**src/rtl/i2cpc_params.svh**
```systemverilog
// Register offsets, field positions, mode codes and reset values of the port.
`ifndef I2CPC_PARAMS_SVH
`define I2CPC_PARAMS_SVH
`define I2CPC_OFS_CTL1   3'h0
`define I2CPC_OFS_CTL2   3'h1
`define I2CPC_OFS_BUF    3'h2
`define I2CPC_OFS_ADDR   3'h3
`define I2CPC_OFS_STAT   3'h4
`define I2CPC_B_WRITE_COLLISION     7
`define I2CPC_B_OVF      6
`define I2CPC_B_EN       5
`define I2CPC_B_CKP      4
`define I2CPC_B_GENERAL_CALL_IRQ_ENABLE     7
`define I2CPC_B_ACK_RECEIVED_STATUS  6
`define I2CPC_B_ACK_VALUE_TO_SEND    5
`define I2CPC_B_ACK_SEQUENCE_REQUEST    4
`define I2CPC_B_MASTER_RECEIVE_REQUEST     3
`define I2CPC_B_PEN      2
`define I2CPC_B_RESTART_REQUEST     1
`define I2CPC_B_SEN      0
`define I2CPC_M_SL7      4'h6
`define I2CPC_M_SL10     4'h7
`define I2CPC_M_MST      4'h8
`define I2CPC_M_MSK      4'h9
`define I2CPC_M_FWM      4'hB
`define I2CPC_M_SL7SS    4'hE
`define I2CPC_M_SL10SS   4'hF
`define I2CPC_CTL_RST    8'h00
`define I2CPC_ADDR_RST   8'h00
`define I2CPC_MSK_RST    8'hFF
`define I2CPC_GENCALL    8'h00
`define I2CPC_TENHDR     5'h1E
`define I2CPC_NO_REQ     5'h00
`define I2CPC_BIT_ACK    4'h8
`define I2CPC_BIT_END    4'h9
`define I2CPC_PH_HIGH    2'h2
`define I2CPC_PH_LAST    2'h3
`define I2CPC_STAT_PAD   4'h0
`endif

```
**src/rtl/i2cpc_pkg.sv**
```systemverilog
// Types shared by the port control logic.
package i2cpc_pkg;
	typedef enum logic [2:0] {
		MD_NONE, MD_SLAVE7, MD_SLAVE10, MD_SLAVE7_SS, MD_SLAVE10_SS, MD_MASTER, MD_MASK, MD_FWMASTER
	} i2cpc_mode_e;
	typedef enum logic [2:0] {
		MS_IDLE, MS_START, MS_RSTART, MS_STOP, MS_TX, MS_RX, MS_ACK
	} i2cpc_mst_e;
endpackage

```
**src/rtl/i2cpc_brg_if.sv**
```systemverilog
// Link between the control logic and its baud rate generator.
`timescale 1ns/1ns
interface i2cpc_brg_if;
	logic [6:0] reload;
	logic       run;
	logic       tick;
	modport gen (input reload, input run, output tick);
	modport user (output reload, output run, input tick);
endinterface

```
**src/rtl/i2cpc_brg.sv**
```systemverilog
// Baud rate generator giving one tick per quarter of a serial clock period.
`timescale 1ns/1ns
module i2cpc_brg (
	input  wire logic  clk_i,     // system clock
	input  wire logic  sys_rst_i, // synchronous reset
	i2cpc_brg_if.gen   brg        // reload, run and tick
);
	logic [6:0] count_r;
	logic       tick_r;

	assign brg.tick = tick_r;

	always_ff @(posedge clk_i) begin
		if (sys_rst_i) begin
			count_r <= '0;
			tick_r  <= 1'b0;
		end else if (!brg.run) begin
			count_r <= brg.reload;
			tick_r  <= 1'b0;
		end else if (count_r == '0) begin
			count_r <= brg.reload;
			tick_r  <= 1'b1;
		end else begin
			count_r <= count_r - 7'h01;
			tick_r  <= 1'b0;
		end
	end
endmodule

```
**src/rtl/i2cpc_top.sv**
```systemverilog
// Control registers and bus engines of a two-wire serial port.
// What this block does
// - Master buffer write while busy flags collision
// - Slave buffer write while shifting flags collision
// - Byte arriving onto full buffer flags overflow
// - Enable bit hands both pins to port
// - Slave clock release bit; zero holds clock
// - Slave modes: 7/10-bit, optional start/stop events
// - Master clock is system clock over 4(reload+1)
// - Firmware master mode keeps slave idle
// - Mask mode redirects address register accesses
// - Mask mode needs masking configuration bit
// - Other mode codes select nothing
// - Master transmit records slave acknowledge
// - Acknowledge value sent after received byte
// - Acknowledge request drives sequence, self-clears
// - Receive enable clocks in one byte
// - Stop request makes stop, self-clears
// - Restart request makes repeated start, self-clears
// - Start request makes start, self-clears
// - While active, no new requests or buffer writes
// - General call enable raises event
// - Slave stretch enable holds clock after byte
// - Lower seven address bits reload baud generator
// - Active means master mode and either transmitting or any request set
`timescale 1ns/1ns
module i2cpc_top (
	input  wire logic       clk_i,                  // system clock
	input  wire logic       sys_rst_i,              // synchronous reset
	input  wire logic [2:0] reg_addr_i,             // register index
	input  wire logic [7:0] reg_wdata_i,            // write data
	input  wire logic       reg_we_i,               // write strobe
	input  wire logic       reg_re_i,               // read strobe
	output logic      [7:0] reg_rdata_o,            // read data, cycle after strobe
	input  wire logic       mask_mode_config_bit_i, // static device configuration
	input  wire logic       serial_data_pin_i,      // data line level
	output logic            serial_data_pin_o,      // data drive value, always low
	output logic            serial_data_pin_oe_o,   // data pulled low
	input  wire logic       serial_clock_pin_i,     // clock line level
	output logic            serial_clock_pin_o,     // clock drive value, always low
	output logic            serial_clock_pin_oe_o,  // clock pulled low
	output logic            pins_to_port_o,         // pins owned by the port
	output logic            port_event_o            // one-cycle event pulse
);
	`include "i2cpc_params.svh"
	import i2cpc_pkg::*;

	function automatic i2cpc_mode_e mode_dec(input logic [3:0] m, input logic msk_ok);
		unique case (m)
			`I2CPC_M_SL7:    mode_dec = MD_SLAVE7;
			`I2CPC_M_SL10:   mode_dec = MD_SLAVE10;
			`I2CPC_M_SL7SS:  mode_dec = MD_SLAVE7_SS;
			`I2CPC_M_SL10SS: mode_dec = MD_SLAVE10_SS;
			`I2CPC_M_MST:    mode_dec = MD_MASTER;
			`I2CPC_M_FWM:    mode_dec = MD_FWMASTER;
			`I2CPC_M_MSK:    mode_dec = msk_ok ? MD_MASK : MD_NONE;
			default:         mode_dec = MD_NONE;
		endcase
	endfunction

	logic [7:0] ctl1_r, ctl2_r, buf_r, addr_r, msk_r, rdata_r, msh_r, txs_r;
	logic       bf_r, tip_r, sda_m_r, sda_s_r, scl_m_r, scl_s_r, sda_p_r, scl_p_r;
	logic       sda_oe_r, scl_oe_r, own_r, evt_r;
	logic [1:0] ph_r;
	logic [3:0] bit_r, cnt_r;
	logic [7:0] ssh_r;
	logic       sv_on_r, sv_adr_r, sv_hit_r, sv_tx_r, sv_busy_r, sv_ack_r;
	i2cpc_mst_e ms_r;
	i2cpc_mode_e md;
	logic en, mst_md, slv_md, ten, ss_ev, active, stretch_en;
	logic wr1, wr2, wrb, wra, rdb, msk_sel;
	logic m_scl_low, m_sda_low, m_end, m_smp, m_done;
	logic start_c, stop_c, rise, fall, hit_now;
	logic write_collision_set, ovf_set, ack_set, ckp_clr, rx_load, sv_load;
	logic [4:0] req_clr;

	i2cpc_brg_if brg ();
	i2cpc_brg u_brg (
		.clk_i     (clk_i),
		.sys_rst_i (sys_rst_i),
		.brg       (brg)
	);

	assign en         = ctl1_r[`I2CPC_B_EN];
	assign md         = mode_dec(ctl1_r[3:0], mask_mode_config_bit_i);
	assign mst_md     = en && (md == MD_MASTER || md == MD_FWMASTER);
	assign slv_md     = en && (md == MD_SLAVE7 || md == MD_SLAVE10 || md == MD_SLAVE7_SS || md == MD_SLAVE10_SS);
	assign ten        = md == MD_SLAVE10 || md == MD_SLAVE10_SS;
	assign ss_ev      = md == MD_SLAVE7_SS || md == MD_SLAVE10_SS;
	assign stretch_en = ctl2_r[`I2CPC_B_SEN];
	assign active     = mst_md && (tip_r || ctl2_r[4:0] != `I2CPC_NO_REQ);
	assign msk_sel    = md == MD_MASK;
	assign wr1        = reg_we_i && reg_addr_i == `I2CPC_OFS_CTL1;
	assign wr2        = reg_we_i && reg_addr_i == `I2CPC_OFS_CTL2;
	assign wrb        = reg_we_i && reg_addr_i == `I2CPC_OFS_BUF;
	assign wra        = reg_we_i && reg_addr_i == `I2CPC_OFS_ADDR;
	assign rdb        = reg_re_i && reg_addr_i == `I2CPC_OFS_BUF;
	assign brg.reload = addr_r[6:0];
	assign brg.run    = ms_r != MS_IDLE;
	assign m_end      = brg.tick && ph_r == `I2CPC_PH_LAST;
	assign m_smp      = brg.tick && ph_r == `I2CPC_PH_HIGH;
	assign start_c    = scl_s_r && scl_p_r && sda_p_r && !sda_s_r;
	assign stop_c     = scl_s_r && scl_p_r && !sda_p_r && sda_s_r;
	assign rise       = scl_s_r && !scl_p_r;
	assign fall       = !scl_s_r && scl_p_r;
	assign hit_now    = ssh_r == `I2CPC_GENCALL ? ctl2_r[`I2CPC_B_GENERAL_CALL_IRQ_ENABLE] :
	                    ten ? (ssh_r[7:3] == `I2CPC_TENHDR && ssh_r[2:1] == addr_r[2:1]) :
	                    ssh_r[7:1] == addr_r[7:1];
	assign sv_load    = slv_md && sv_on_r && fall && cnt_r == `I2CPC_BIT_ACK && !sv_tx_r
	                    && (sv_adr_r ? hit_now : sv_hit_r);
	assign ckp_clr    = slv_md && sv_on_r && fall && cnt_r == `I2CPC_BIT_END && sv_hit_r && stretch_en;
	assign rx_load    = ms_r == MS_RX && m_end && bit_r == 4'h7;
	assign write_collision_set   = wrb && ((active) || (slv_md && sv_tx_r && sv_busy_r));
	assign ovf_set    = (rx_load || sv_load) && (bf_r || ctl1_r[`I2CPC_B_OVF]);
	assign ack_set    = ms_r == MS_TX && m_smp && bit_r == `I2CPC_BIT_ACK;

	// Master pin drive for each engine state and quarter phase.
	always_comb begin
		m_scl_low = 1'b0;
		m_sda_low = 1'b0;
		unique case (ms_r)
			MS_IDLE: begin
				// Between conditions the lines keep their last level, so the clock stays low after a start.
				m_sda_low = sda_oe_r;
				m_scl_low = scl_oe_r;
			end
			MS_START: begin
				m_sda_low = ph_r != 2'h0;
				m_scl_low = ph_r == `I2CPC_PH_LAST;
			end
			MS_RSTART: begin
				m_sda_low = ph_r[1];
				m_scl_low = ph_r == 2'h0 || ph_r == `I2CPC_PH_LAST;
			end
			MS_STOP: begin
				m_sda_low = !ph_r[1];
				m_scl_low = ph_r == 2'h0;
			end
			MS_TX: begin
				m_sda_low = bit_r != `I2CPC_BIT_ACK && !msh_r[7];
				m_scl_low = ph_r == 2'h0 || ph_r == `I2CPC_PH_LAST;
			end
			MS_RX: begin
				m_scl_low = ph_r == 2'h0 || ph_r == `I2CPC_PH_LAST;
			end
			MS_ACK: begin
				m_sda_low = !ctl2_r[`I2CPC_B_ACK_VALUE_TO_SEND];
				m_scl_low = ph_r == 2'h0 || ph_r == `I2CPC_PH_LAST;
			end
		endcase
	end

	// Completed conditions release their request bits.
	always_comb begin
		req_clr = `I2CPC_NO_REQ;
		m_done  = 1'b0;
		if (m_end) begin
			unique case (ms_r)
				MS_START:  req_clr[`I2CPC_B_SEN] = 1'b1;
				MS_RSTART: req_clr[`I2CPC_B_RESTART_REQUEST] = 1'b1;
				MS_STOP:   req_clr[`I2CPC_B_PEN] = 1'b1;
				MS_ACK:    req_clr[`I2CPC_B_ACK_SEQUENCE_REQUEST] = 1'b1;
				MS_RX:     req_clr[`I2CPC_B_MASTER_RECEIVE_REQUEST] = bit_r == 4'h7;
				default:   req_clr = `I2CPC_NO_REQ;
			endcase
			m_done = ms_r != MS_IDLE && (ms_r != MS_RX || bit_r == 4'h7)
			         && (ms_r != MS_TX || bit_r == `I2CPC_BIT_ACK);
		end
	end

	// Two-flop synchronisers and edge history of the bus lines.
	always_ff @(posedge clk_i) begin
		if (sys_rst_i) begin
			{sda_m_r, sda_s_r, sda_p_r} <= 3'h7;
			{scl_m_r, scl_s_r, scl_p_r} <= 3'h7;
		end else begin
			{sda_m_r, sda_s_r, sda_p_r} <= {serial_data_pin_i, sda_m_r, sda_s_r};
			{scl_m_r, scl_s_r, scl_p_r} <= {serial_clock_pin_i, scl_m_r, scl_s_r};
		end
	end

	// Control register one; hardware sets win over software clears.
	always_ff @(posedge clk_i) begin
		if (sys_rst_i) begin
			ctl1_r <= `I2CPC_CTL_RST;
		end else begin
			ctl1_r[`I2CPC_B_WRITE_COLLISION] <= (wr1 ? reg_wdata_i[`I2CPC_B_WRITE_COLLISION] : ctl1_r[`I2CPC_B_WRITE_COLLISION]) | write_collision_set;
			ctl1_r[`I2CPC_B_OVF]  <= (wr1 ? reg_wdata_i[`I2CPC_B_OVF] : ctl1_r[`I2CPC_B_OVF]) | ovf_set;
			if (wr1) begin
				ctl1_r[`I2CPC_B_EN] <= reg_wdata_i[`I2CPC_B_EN];
				ctl1_r[3:0]         <= reg_wdata_i[3:0];
			end
			if (ckp_clr) begin
				ctl1_r[`I2CPC_B_CKP] <= 1'b0;
			end else if (wr1) begin
				ctl1_r[`I2CPC_B_CKP] <= reg_wdata_i[`I2CPC_B_CKP];
			end
		end
	end

	// Control register two.
	always_ff @(posedge clk_i) begin
		if (sys_rst_i) begin
			ctl2_r <= `I2CPC_CTL_RST;
		end else begin
			if (wr2) begin
				ctl2_r[`I2CPC_B_GENERAL_CALL_IRQ_ENABLE]  <= reg_wdata_i[`I2CPC_B_GENERAL_CALL_IRQ_ENABLE];
				ctl2_r[`I2CPC_B_ACK_VALUE_TO_SEND] <= reg_wdata_i[`I2CPC_B_ACK_VALUE_TO_SEND];
			end
			if (ack_set) begin
				ctl2_r[`I2CPC_B_ACK_RECEIVED_STATUS] <= sda_s_r;
			end else if (wr2) begin
				ctl2_r[`I2CPC_B_ACK_RECEIVED_STATUS] <= reg_wdata_i[`I2CPC_B_ACK_RECEIVED_STATUS];
			end
			if (wr2 && !active) begin
				ctl2_r[4:0] <= reg_wdata_i[4:0] & ~req_clr;
			end else begin
				ctl2_r[4:0] <= ctl2_r[4:0] & ~req_clr;
			end
		end
	end

	// Address and mask registers sharing one location.
	always_ff @(posedge clk_i) begin
		if (sys_rst_i) begin
			addr_r <= `I2CPC_ADDR_RST;
			msk_r  <= `I2CPC_MSK_RST;
		end else if (wra) begin
			if (msk_sel) begin
				msk_r <= reg_wdata_i;
			end else begin
				addr_r <= reg_wdata_i;
			end
		end
	end

	// Transfer buffer and its full flag.
	always_ff @(posedge clk_i) begin
		if (sys_rst_i) begin
			buf_r <= '0;
			bf_r  <= 1'b0;
		end else if (rx_load && !bf_r && !ctl1_r[`I2CPC_B_OVF]) begin
			buf_r <= msh_r;
			bf_r  <= 1'b1;
		end else if (sv_load && !ovf_set) begin
			buf_r <= ssh_r;
			bf_r  <= 1'b1;
		end else if (wrb && !write_collision_set) begin
			buf_r <= reg_wdata_i;
			bf_r  <= 1'b1;
		end else if (rdb || (ms_r == MS_TX && m_done) || (sv_tx_r && fall && cnt_r == `I2CPC_BIT_ACK)) begin
			bf_r <= 1'b0;
		end
	end

	// Master engine, stepped by quarter-period ticks.
	always_ff @(posedge clk_i) begin
		if (sys_rst_i || !mst_md) begin
			ms_r  <= MS_IDLE;
			ph_r  <= 2'h0;
			bit_r <= 4'h0;
			msh_r <= '0;
			tip_r <= 1'b0;
		end else if (ms_r == MS_IDLE) begin
			ph_r  <= 2'h0;
			bit_r <= 4'h0;
			if (wrb && !active) begin
				ms_r  <= MS_TX;
				msh_r <= reg_wdata_i;
				tip_r <= 1'b1;
			end else if (ctl2_r[`I2CPC_B_SEN]) begin
				ms_r <= MS_START;
			end else if (ctl2_r[`I2CPC_B_RESTART_REQUEST]) begin
				ms_r <= MS_RSTART;
			end else if (ctl2_r[`I2CPC_B_PEN]) begin
				ms_r <= MS_STOP;
			end else if (ctl2_r[`I2CPC_B_MASTER_RECEIVE_REQUEST]) begin
				ms_r <= MS_RX;
			end else if (ctl2_r[`I2CPC_B_ACK_SEQUENCE_REQUEST]) begin
				ms_r <= MS_ACK;
			end
		end else if (brg.tick) begin
			ph_r <= ph_r + 2'h1;
			if (m_smp && ms_r == MS_RX) begin
				msh_r <= {msh_r[6:0], sda_s_r};
			end
			if (m_end) begin
				bit_r <= bit_r + 4'h1;
				if (ms_r == MS_TX) begin
					msh_r <= {msh_r[6:0], 1'b0};
				end
				if (m_done) begin
					ms_r  <= MS_IDLE;
					tip_r <= 1'b0;
				end
			end
		end
	end

	// Slave receiver and transmitter; idle outside the slave modes.
	always_ff @(posedge clk_i) begin
		if (sys_rst_i || !slv_md || stop_c) begin
			{sv_on_r, sv_adr_r, sv_hit_r, sv_tx_r, sv_busy_r, sv_ack_r} <= 6'h00;
			cnt_r <= 4'h0;
			ssh_r <= '0;
			txs_r <= '0;
		end else if (start_c) begin
			{sv_on_r, sv_adr_r, sv_hit_r, sv_tx_r, sv_busy_r, sv_ack_r} <= 6'h30;
			cnt_r <= 4'h0;
		end else if (sv_on_r && rise) begin
			if (cnt_r < `I2CPC_BIT_ACK) begin
				ssh_r <= {ssh_r[6:0], sda_s_r};
				cnt_r <= cnt_r + 4'h1;
			end else if (sv_tx_r && sda_s_r) begin
				sv_tx_r <= 1'b0;
			end
		end else if (sv_on_r && fall) begin
			if (cnt_r == `I2CPC_BIT_ACK) begin
				cnt_r     <= `I2CPC_BIT_END;
				sv_busy_r <= 1'b0;
				if (sv_adr_r) begin
					sv_hit_r <= hit_now;
					sv_tx_r  <= hit_now && ssh_r[0];
				end
				sv_ack_r <= sv_load && !ovf_set;
			end else if (cnt_r == `I2CPC_BIT_END) begin
				cnt_r    <= 4'h0;
				sv_ack_r <= 1'b0;
				sv_adr_r <= 1'b0;
				if (sv_tx_r) begin
					txs_r     <= buf_r;
					sv_busy_r <= 1'b1;
				end
			end else if (sv_busy_r) begin
				txs_r <= {txs_r[6:0], 1'b1};
			end
		end
	end

	// Pin drivers and event output, all registered.
	always_ff @(posedge clk_i) begin
		if (sys_rst_i) begin
			sda_oe_r <= 1'b0;
			scl_oe_r <= 1'b0;
			own_r    <= 1'b0;
			evt_r    <= 1'b0;
		end else begin
			own_r    <= en;
			sda_oe_r <= mst_md ? m_sda_low : slv_md && (sv_ack_r || (sv_busy_r && !txs_r[7]));
			scl_oe_r <= mst_md ? m_scl_low : slv_md && !ctl1_r[`I2CPC_B_CKP];
			evt_r    <= m_done || sv_load || (slv_md && ss_ev && (start_c || stop_c));
		end
	end

	// Register read port; a buffer read clears the full flag.
	always_ff @(posedge clk_i) begin
		if (sys_rst_i || !reg_re_i) begin
			rdata_r <= '0;
		end else begin
			unique case (reg_addr_i)
				`I2CPC_OFS_CTL1: rdata_r <= ctl1_r;
				`I2CPC_OFS_CTL2: rdata_r <= ctl2_r;
				`I2CPC_OFS_BUF:  rdata_r <= buf_r;
				`I2CPC_OFS_ADDR: rdata_r <= msk_sel ? msk_r : addr_r;
				`I2CPC_OFS_STAT: rdata_r <= {`I2CPC_STAT_PAD, sv_tx_r, sv_on_r, bf_r, tip_r};
				default:         rdata_r <= '0;
			endcase
		end
	end

	assign reg_rdata_o           = rdata_r;
	assign serial_data_pin_o     = 1'b0;
	assign serial_clock_pin_o    = 1'b0;
	assign serial_data_pin_oe_o  = sda_oe_r;
	assign serial_clock_pin_oe_o = scl_oe_r;
	assign pins_to_port_o        = own_r;
	assign port_event_o          = evt_r;
endmodule

```
**config.mk**
```make
export PLATFORM = sky130hd
export DESIGN_NAME = i2cpc_top
export DESIGN_NICKNAME = d
export VERILOG_FILES = /design/src/rtl/i2cpc_pkg.sv /design/src/rtl/i2cpc_brg_if.sv /design/src/rtl/i2cpc_brg.sv /design/src/rtl/i2cpc_top.sv
export VERILOG_INCLUDE_DIRS = /design/src /design/src/rtl
export SDC_FILE = /design/constraint.sdc
export NUM_CORES = 1
export LEC_CHECK = 0
export BUFFER_PORTS_ARGS = -buffer_cell sky130_fd_sc_hd__buf_2
export CAP_MARGIN = 0
export CORE_MARGIN = 2
export CORE_UTILIZATION = 55
export CTS_CLUSTER_DIAMETER = 100
export DETAILED_ROUTE_END_ITERATION = 12
export HOLD_SLACK_MARGIN = 0.03
export PLACE_DENSITY_LB_ADDON = 0.08
export SLEW_MARGIN = 10
export SYNTH_ARGS = -nofsm -noshare
export SYNTH_HDL_FRONTEND = slang
export SYNTH_SLANG_ARGS = --single-unit
```
**constraint.sdc**
```tcl
create_clock -name clk_i -period 2.3 [get_ports clk_i]
set_clock_uncertainty 0.15 [all_clocks]
set_input_delay 0.46 -clock clk_i [delete_from_list [all_inputs] [get_ports clk_i]]
set_output_delay 0.46 -clock clk_i [all_outputs]
set_load 0.01 [all_outputs]
```
* Word-level counts from Yosys, hierarchy flattened *
Index checks and enable logic that the tools add are counted.

word-level totals
  output and inout bits = 14
  logic and storage cells = 313
  bits in registers = 111
  input port bits = 18

cells by class
  equality and inequality tests = 45
  bitwise operators = 10
  reductions and logical operators = 139
  add/sub/neg operators = 4
  muxes and demuxes = 77
  order comparisons = 1

operator list
  kind                                                  count
  2-to-1 mux 8 bit                                      13
  logical AND 1 bit                                     56
  2-to-1 mux 1 bit                                      40
  case mux 8 bit (5 select lines)                       1
  2-to-1 mux 3 bit                                      11
  equality test 4 bit (second input constant)           8
  nonzero test 2 bit                                    13
  equality test 3 bit (second input constant)           8
  logical OR 1 bit                                      23
  case mux 3 bit (7 select lines)                       1
  2-to-1 mux 4 bit                                      5
  equality test 3 x 2 -> 1 bit (second input constant)  6
  logical NOT 1 bit                                     18
  AND reduction 4 bit                                   4
  2-to-1 mux 7 bit                                      2
  equality test 4 x 3 -> 1 bit (second input constant)  3
  AND reduction 3 bit                                   4
  AND 5 bit                                             2
  2-to-1 mux 5 bit                                      2
  inequality test 2 bit (second input constant)         5
  equality test 3 x 1 -> 1 bit (second input constant)  3
  nonzero test 3 bit                                    3
  adder 4 x 1 -> 4 bit (second input constant)          2
  logical NOT 8 bit                                     1
  26 further kinds                                      42

* Longest topological paths before layout *
  word-level depth = 18
  mapped depth = 10
  depth with buffers taken out = 8

* By module *
A second synthesis with hierarchy kept.

second synthesis, totals
  cell total of the unflattened synthesis = 678
  area, all modules = 5660.4 µm²

by module, submodules not included
  module     instances  seq. area each (µm²)  area an instance (µm²)  cells each
  i2cpc_top  1          2062.0                5161.2                  621
  i2cpc_brg  1          160.2                 499.2                   57

* Least setup slack after synthesis *
No wires, ideal clock.

  kind = register to register
  start point = register ssh_r[2]
  end point = register buf_r[2]
  setup slack = 0.019 ns
  clock period less this slack = 2.281 ns
  library setup time = 0.096 ns
  buffers on the path = 0
  stages on the path, launching flop included = 7
  required time = 2.054 ns
  arrival time = 2.035 ns
  cells stage by stage = dfxtp_1 -> or4_4 -> o21ai_1 -> a311oi_2 -> nor2_4 -> mux2_2 -> o41ai_2

on the way
  longest elaborated chain between the ends = 12
  elaborated cells between the ends (all ways) = 15
  classes of those cells = eq/ne: 2; mux: 5; reduce/logical: 8

RTL lines
  item                    RTL line          RTL
  start, declared         i2cpc_top.sv:66   logic [7:0] ssh_r;
  start signal, assigned  i2cpc_top.sv:312  ssh_r <= {ssh_r[6:0], sda_s_r};
  equality test 2 bit     i2cpc_top.sv:107  ten ? (ssh_r[7:3] == `I2CPC_TENHDR && ssh_r[2:1] == addr_r[2:1]) :
  logical AND 1 bit       i2cpc_top.sv:107
  2-to-1 mux 1 bit        i2cpc_top.sv:107
  2-to-1 mux 1 bit        i2cpc_top.sv:106  assign hit_now = ssh_r == `I2CPC_GENCALL ? ctl2_r[`I2CPC_B_GENERAL_CALL_IRQ_ENABLE] :
  2-to-1 mux 1 bit        -
  logical AND 1 bit       i2cpc_top.sv:109  assign sv_load = slv_md && sv_on_r && fall && cnt_r == `I2CPC_BIT_ACK && !sv_tx_r
  logical OR 1 bit        i2cpc_top.sv:114  assign ovf_set = (rx_load || sv_load) && (bf_r || ctl1_r[`I2CPC_B_OVF]);
  logical AND 1 bit       i2cpc_top.sv:114
  logical NOT 1 bit       i2cpc_top.sv:245  end else if (sv_load && !ovf_set) begin
  logical AND 1 bit       i2cpc_top.sv:245
  2-to-1 mux 8 bit        i2cpc_top.sv:245
  2-to-1 mux 8 bit        i2cpc_top.sv:242  end else if (rx_load && !bf_r && !ctl1_r[`I2CPC_B_OVF]) begin
  end signal, assigned    i2cpc_top.sv:243  buf_r <= msh_r;
  end signal, assigned    i2cpc_top.sv:246  buf_r <= ssh_r;
  end signal, assigned    i2cpc_top.sv:249  buf_r <= reg_wdata_i;
  end, declared           i2cpc_top.sv:61   logic [7:0] ctl1_r, ctl2_r, buf_r, addr_r, msk_r, rdata_r, msh_r, txs_r;

Parallel ways exist; a longest one is shown, timed or not.
A chain may end at the register's enable or synchronous reset.

* Worst setup path after layout *
  start point = register ssh_r[4]
  end point = register buf_r[5]

on the way
  longest elaborated chain between the ends = 12
  elaborated cells between the ends (all ways) = 15
  classes of those cells = eq/ne: 2; mux: 5; reduce/logical: 8

RTL lines
  item                           RTL line
  equality test 5 bit (no line)  -
  logical AND 1 bit              i2cpc_top.sv:107
  2-to-1 mux 1 bit               i2cpc_top.sv:107
  2-to-1 mux 1 bit (*)           i2cpc_top.sv:106
  2-to-1 mux 1 bit (*)           -
  logical AND 1 bit (*)          i2cpc_top.sv:109
  logical OR 1 bit               i2cpc_top.sv:114
  logical AND 1 bit              i2cpc_top.sv:114
  logical NOT 1 bit              i2cpc_top.sv:245
  logical AND 1 bit (*)          i2cpc_top.sv:245
  2-to-1 mux 8 bit               i2cpc_top.sv:245
  2-to-1 mux 8 bit               i2cpc_top.sv:242

Every way passes the cells marked *; elsewhere a longest branch is shown, timed or not.

==> impl_metrics.yaml <==
timing:
  grt_setup_unrepaired: "yes"
  setup_slack_ps: -46.8
  max_freq_mhz: 426
  relSlewSlack_pct: 60.4
  post-route-period-util_pct: 102
  maxSlewViolCount: 0
  fin_crit_ps: 2350
  fin_setup_tns_ps: -129
  final_hold_viol_count: 0
  tightest_slew_ps: 590
  setup_viol: 7
clock_tree:
  cts_num_sinks: 111
  root_buffer: "clkbuf_8"
  clk_latency_ps: 390
  cts_setup_buffers: 0
  cts_buffer_depth: 2
  numCtsBuffers: 9
  path_clk_slew_ps: 100
  cts_tree: "built"
  htreeDepth: 3
layout:
  area_growth_syn_to_layout_pct: 18.0
  final_nets: 772
  drive_gt1_share_pct: 21.5
  diodes: 0
detailed_routing:
  viasPerCell: 5.93
  vias: 5254
  dr.pass1.iters: 6
  drtAntennaViolNets: 0
  drc: 0
  routed_wl_mm: 16.5
  post_drt_wl_per_cell_um: 18.6
  drtIter0Drc: 422
logic_synthesis:
  post_synth.cell_area_avg_um2: 8.46
  synth_cells: 674
  ys_seq_area_share_pct: 39.0
  yosysWarnings: 0
  ys_types: 61
  synth_edf_count: 0
  synthFlopType: "dfxtp_1"
  ys_async_sr_fraction_pct: 0
  synth_area_mm2: 0.00570
  yosys_register_bits: 111
placed_design:
  port_buffers: 29
  gp_congestion: 0.972
  dp.final_hpwl_mm: 12.5
setup_path:
  path_buf_inv: 0
  reg2reg_from: "ssh_r[4]"
  path_depth: 6
  critPathKind: "reg2reg"
  cp_cell_sequence: "or4_4 > nor4b_4 > nand4b_4 > nor2_4 > mux2_4 > o41ai_4"
  reg2regPathDepth: 6
  startpoint_type: "register"
  cpLargestDelayFamily: "simple AND/OR/NAND/NOR gates"
  end_kind: "register"
  cp_max_fo: 8
  crit_start: "ssh_r[4]"
  arrival_ps: 2490
  cp.required_ps: 2440
  cp_slowest_cell: "or4_4"
  crit_path_max_incr_delay_ps: 530
flow_run:
  maxCapViolCount: 0
min_path:
  hold_path.class: "in2reg"
  worstHoldStart: "serial_data_pin_i"
  whs_path_depth: 2
pwr:
  p_leak_nw: 2.75
  peakVddDrop_mv: 0.413
  cellPowerDensity_mw_per_mm2: 511
  p_total_mw: 3.43
global_routing:
  track_usage_pct: 30.6
  grt-ovfl-total: 0
  grt_first_pass_wirelength_mm: 26.3
  grt_max_degree: 36
  antenna_found_initial: 0
  grt_pass1_vias: 4921
floorplanning:
  core_mm2: 0.0102
  initial_utilization_pct: 56.0
  die-area_mm2: 0.0112
  io_pins: 32
  die_w_um: 106
  die_h_um: 106
  placementRows: 37
outcome:
  violations: "negative setup slack"
  status: "complete, but fails checks"
final timing paths:
check,to,slack (ps)
max reg2reg,buf_r[5],-50
max,buf_r[5],-50
min reg2reg,scl_s_r,270
min,sda_m_r,90
flip-flops by register name (all words and copies together), names as in the netlist, 2 cells and up:
signal / count
addr_r: 8
bit_r: 4
buf_r: 8
cnt_r: 4
ctl1_r: 8
ctl2_r: 8
ms_r: 3
msh_r: 8
msk_r: 8
ph_r: 2
reg_rdata_o: 8
ssh_r: 8
txs_r: 8
u_brg.count_r: 7
area by class of cell:
| cell class | count | area, µm² |
|---|---|---|
| repair buffers | 99 | 717 |
| multi-input cells | 495 | 3290 |
| flip-flops and latches | 111 | 2230 |
| clock inverters | 3 | 40.0 |
| clock buffers | 13 | 169 |
| well taps | 136 | 170 |
| inverters | 29 | 109 |
| fillers | 890 | 3460 |
power breakdown:
| part | total, mW | internal [mW] | switching, mW |
|---|---|---|---|
| logic | 0.238 | 0.101 | 0.137 |
| registers | 1.96 | 1.94 | 0.0192 |
| clock network | 1.24 | 0.590 | 0.647 |
| total | 3.43 | 2.63 | 0.803 |
Yosys cell counts (9+ instances only):
cell	instances	area, µm²
a311oi_1	9	78.8
mux2i_1	44	440
nand3b_1	15	113
clkbuf_1	27	101
o21ai_0	11	55.1
or2_2	9	56.3
nor3_1	10	50.1
inv_1	29	109
ha_1	9	113
a211oi_1	17	128
dfxtp_1	111	2220
a21oi_1	45	225
nor2_1	120	450
nand2_1	55	206
worst reg2reg max path: stages (launching register included):
cell      delay (ps)
dfxtp_4          380
or4_4            530
nor4b_4          310
nand4b_4         200
nor2_4            90
mux2_4           340
o41ai_4          270
routing by layer:
metal | share of wire (%) | up-vias | GRT usage, %
li1 | - | 2512 | -
met1 | 45 | 2519 | 42.0
met2 | 45 | 173 | 45.9
met3 | 5.1 | 50 | 4.76
met4 | 4.7 | 0 | 17.1
met5 | 0 | - | 0
logic make-up (layout without fill, tap and decap cells):
family                     after synthesis  in the layout  synth area share [%]
xor gates and xnor gates                15             15                  2.30
DFF                                    111            111                  39.0
muxes                                   53             53                  9.83
and+or+nand+nor                        273            273                  23.6
AOI/OAI and AO/OA                      143            143                  18.3
buffers and inverters                   69            144                  4.92
other                                    1              2                0.0658
adders and majority gates                9              9                  1.98
cell usage in the layout, fill, tap and decap left out, drive strengths merged, types with 14 or more instances in the layout:
cell	n
mux2i	44
nand3b	15
dfxtp	111
clkbuf	14
a211oi	17
nor2	121
buf	98
a21oi	45
nand2	55
inv	29
o21ai	14
metrics by stage:
step                std cells  area [µm²]  utilization (%)  setup WS, ps  hold WS (ps)
floorplan                 675        5710                -          19.5           239
global placement          869        6390             62.8         -9.57           242
detailed placement        869        6390             62.8         -52.6           246
CTS                       885        6600             64.8         -43.2          83.2
global route              886        6730             66.0          -105           102
finish                    886        6730             66.0         -46.8          94.2
repair_timing:
action                                  CTS  global route
endpoints found under the setup margin    8            17
hold buffers                              0             0
pin swaps                                 1             2
gates resized for setup                   1            20
gates cloned                              0             1
(Power assumes the default switching activity.)
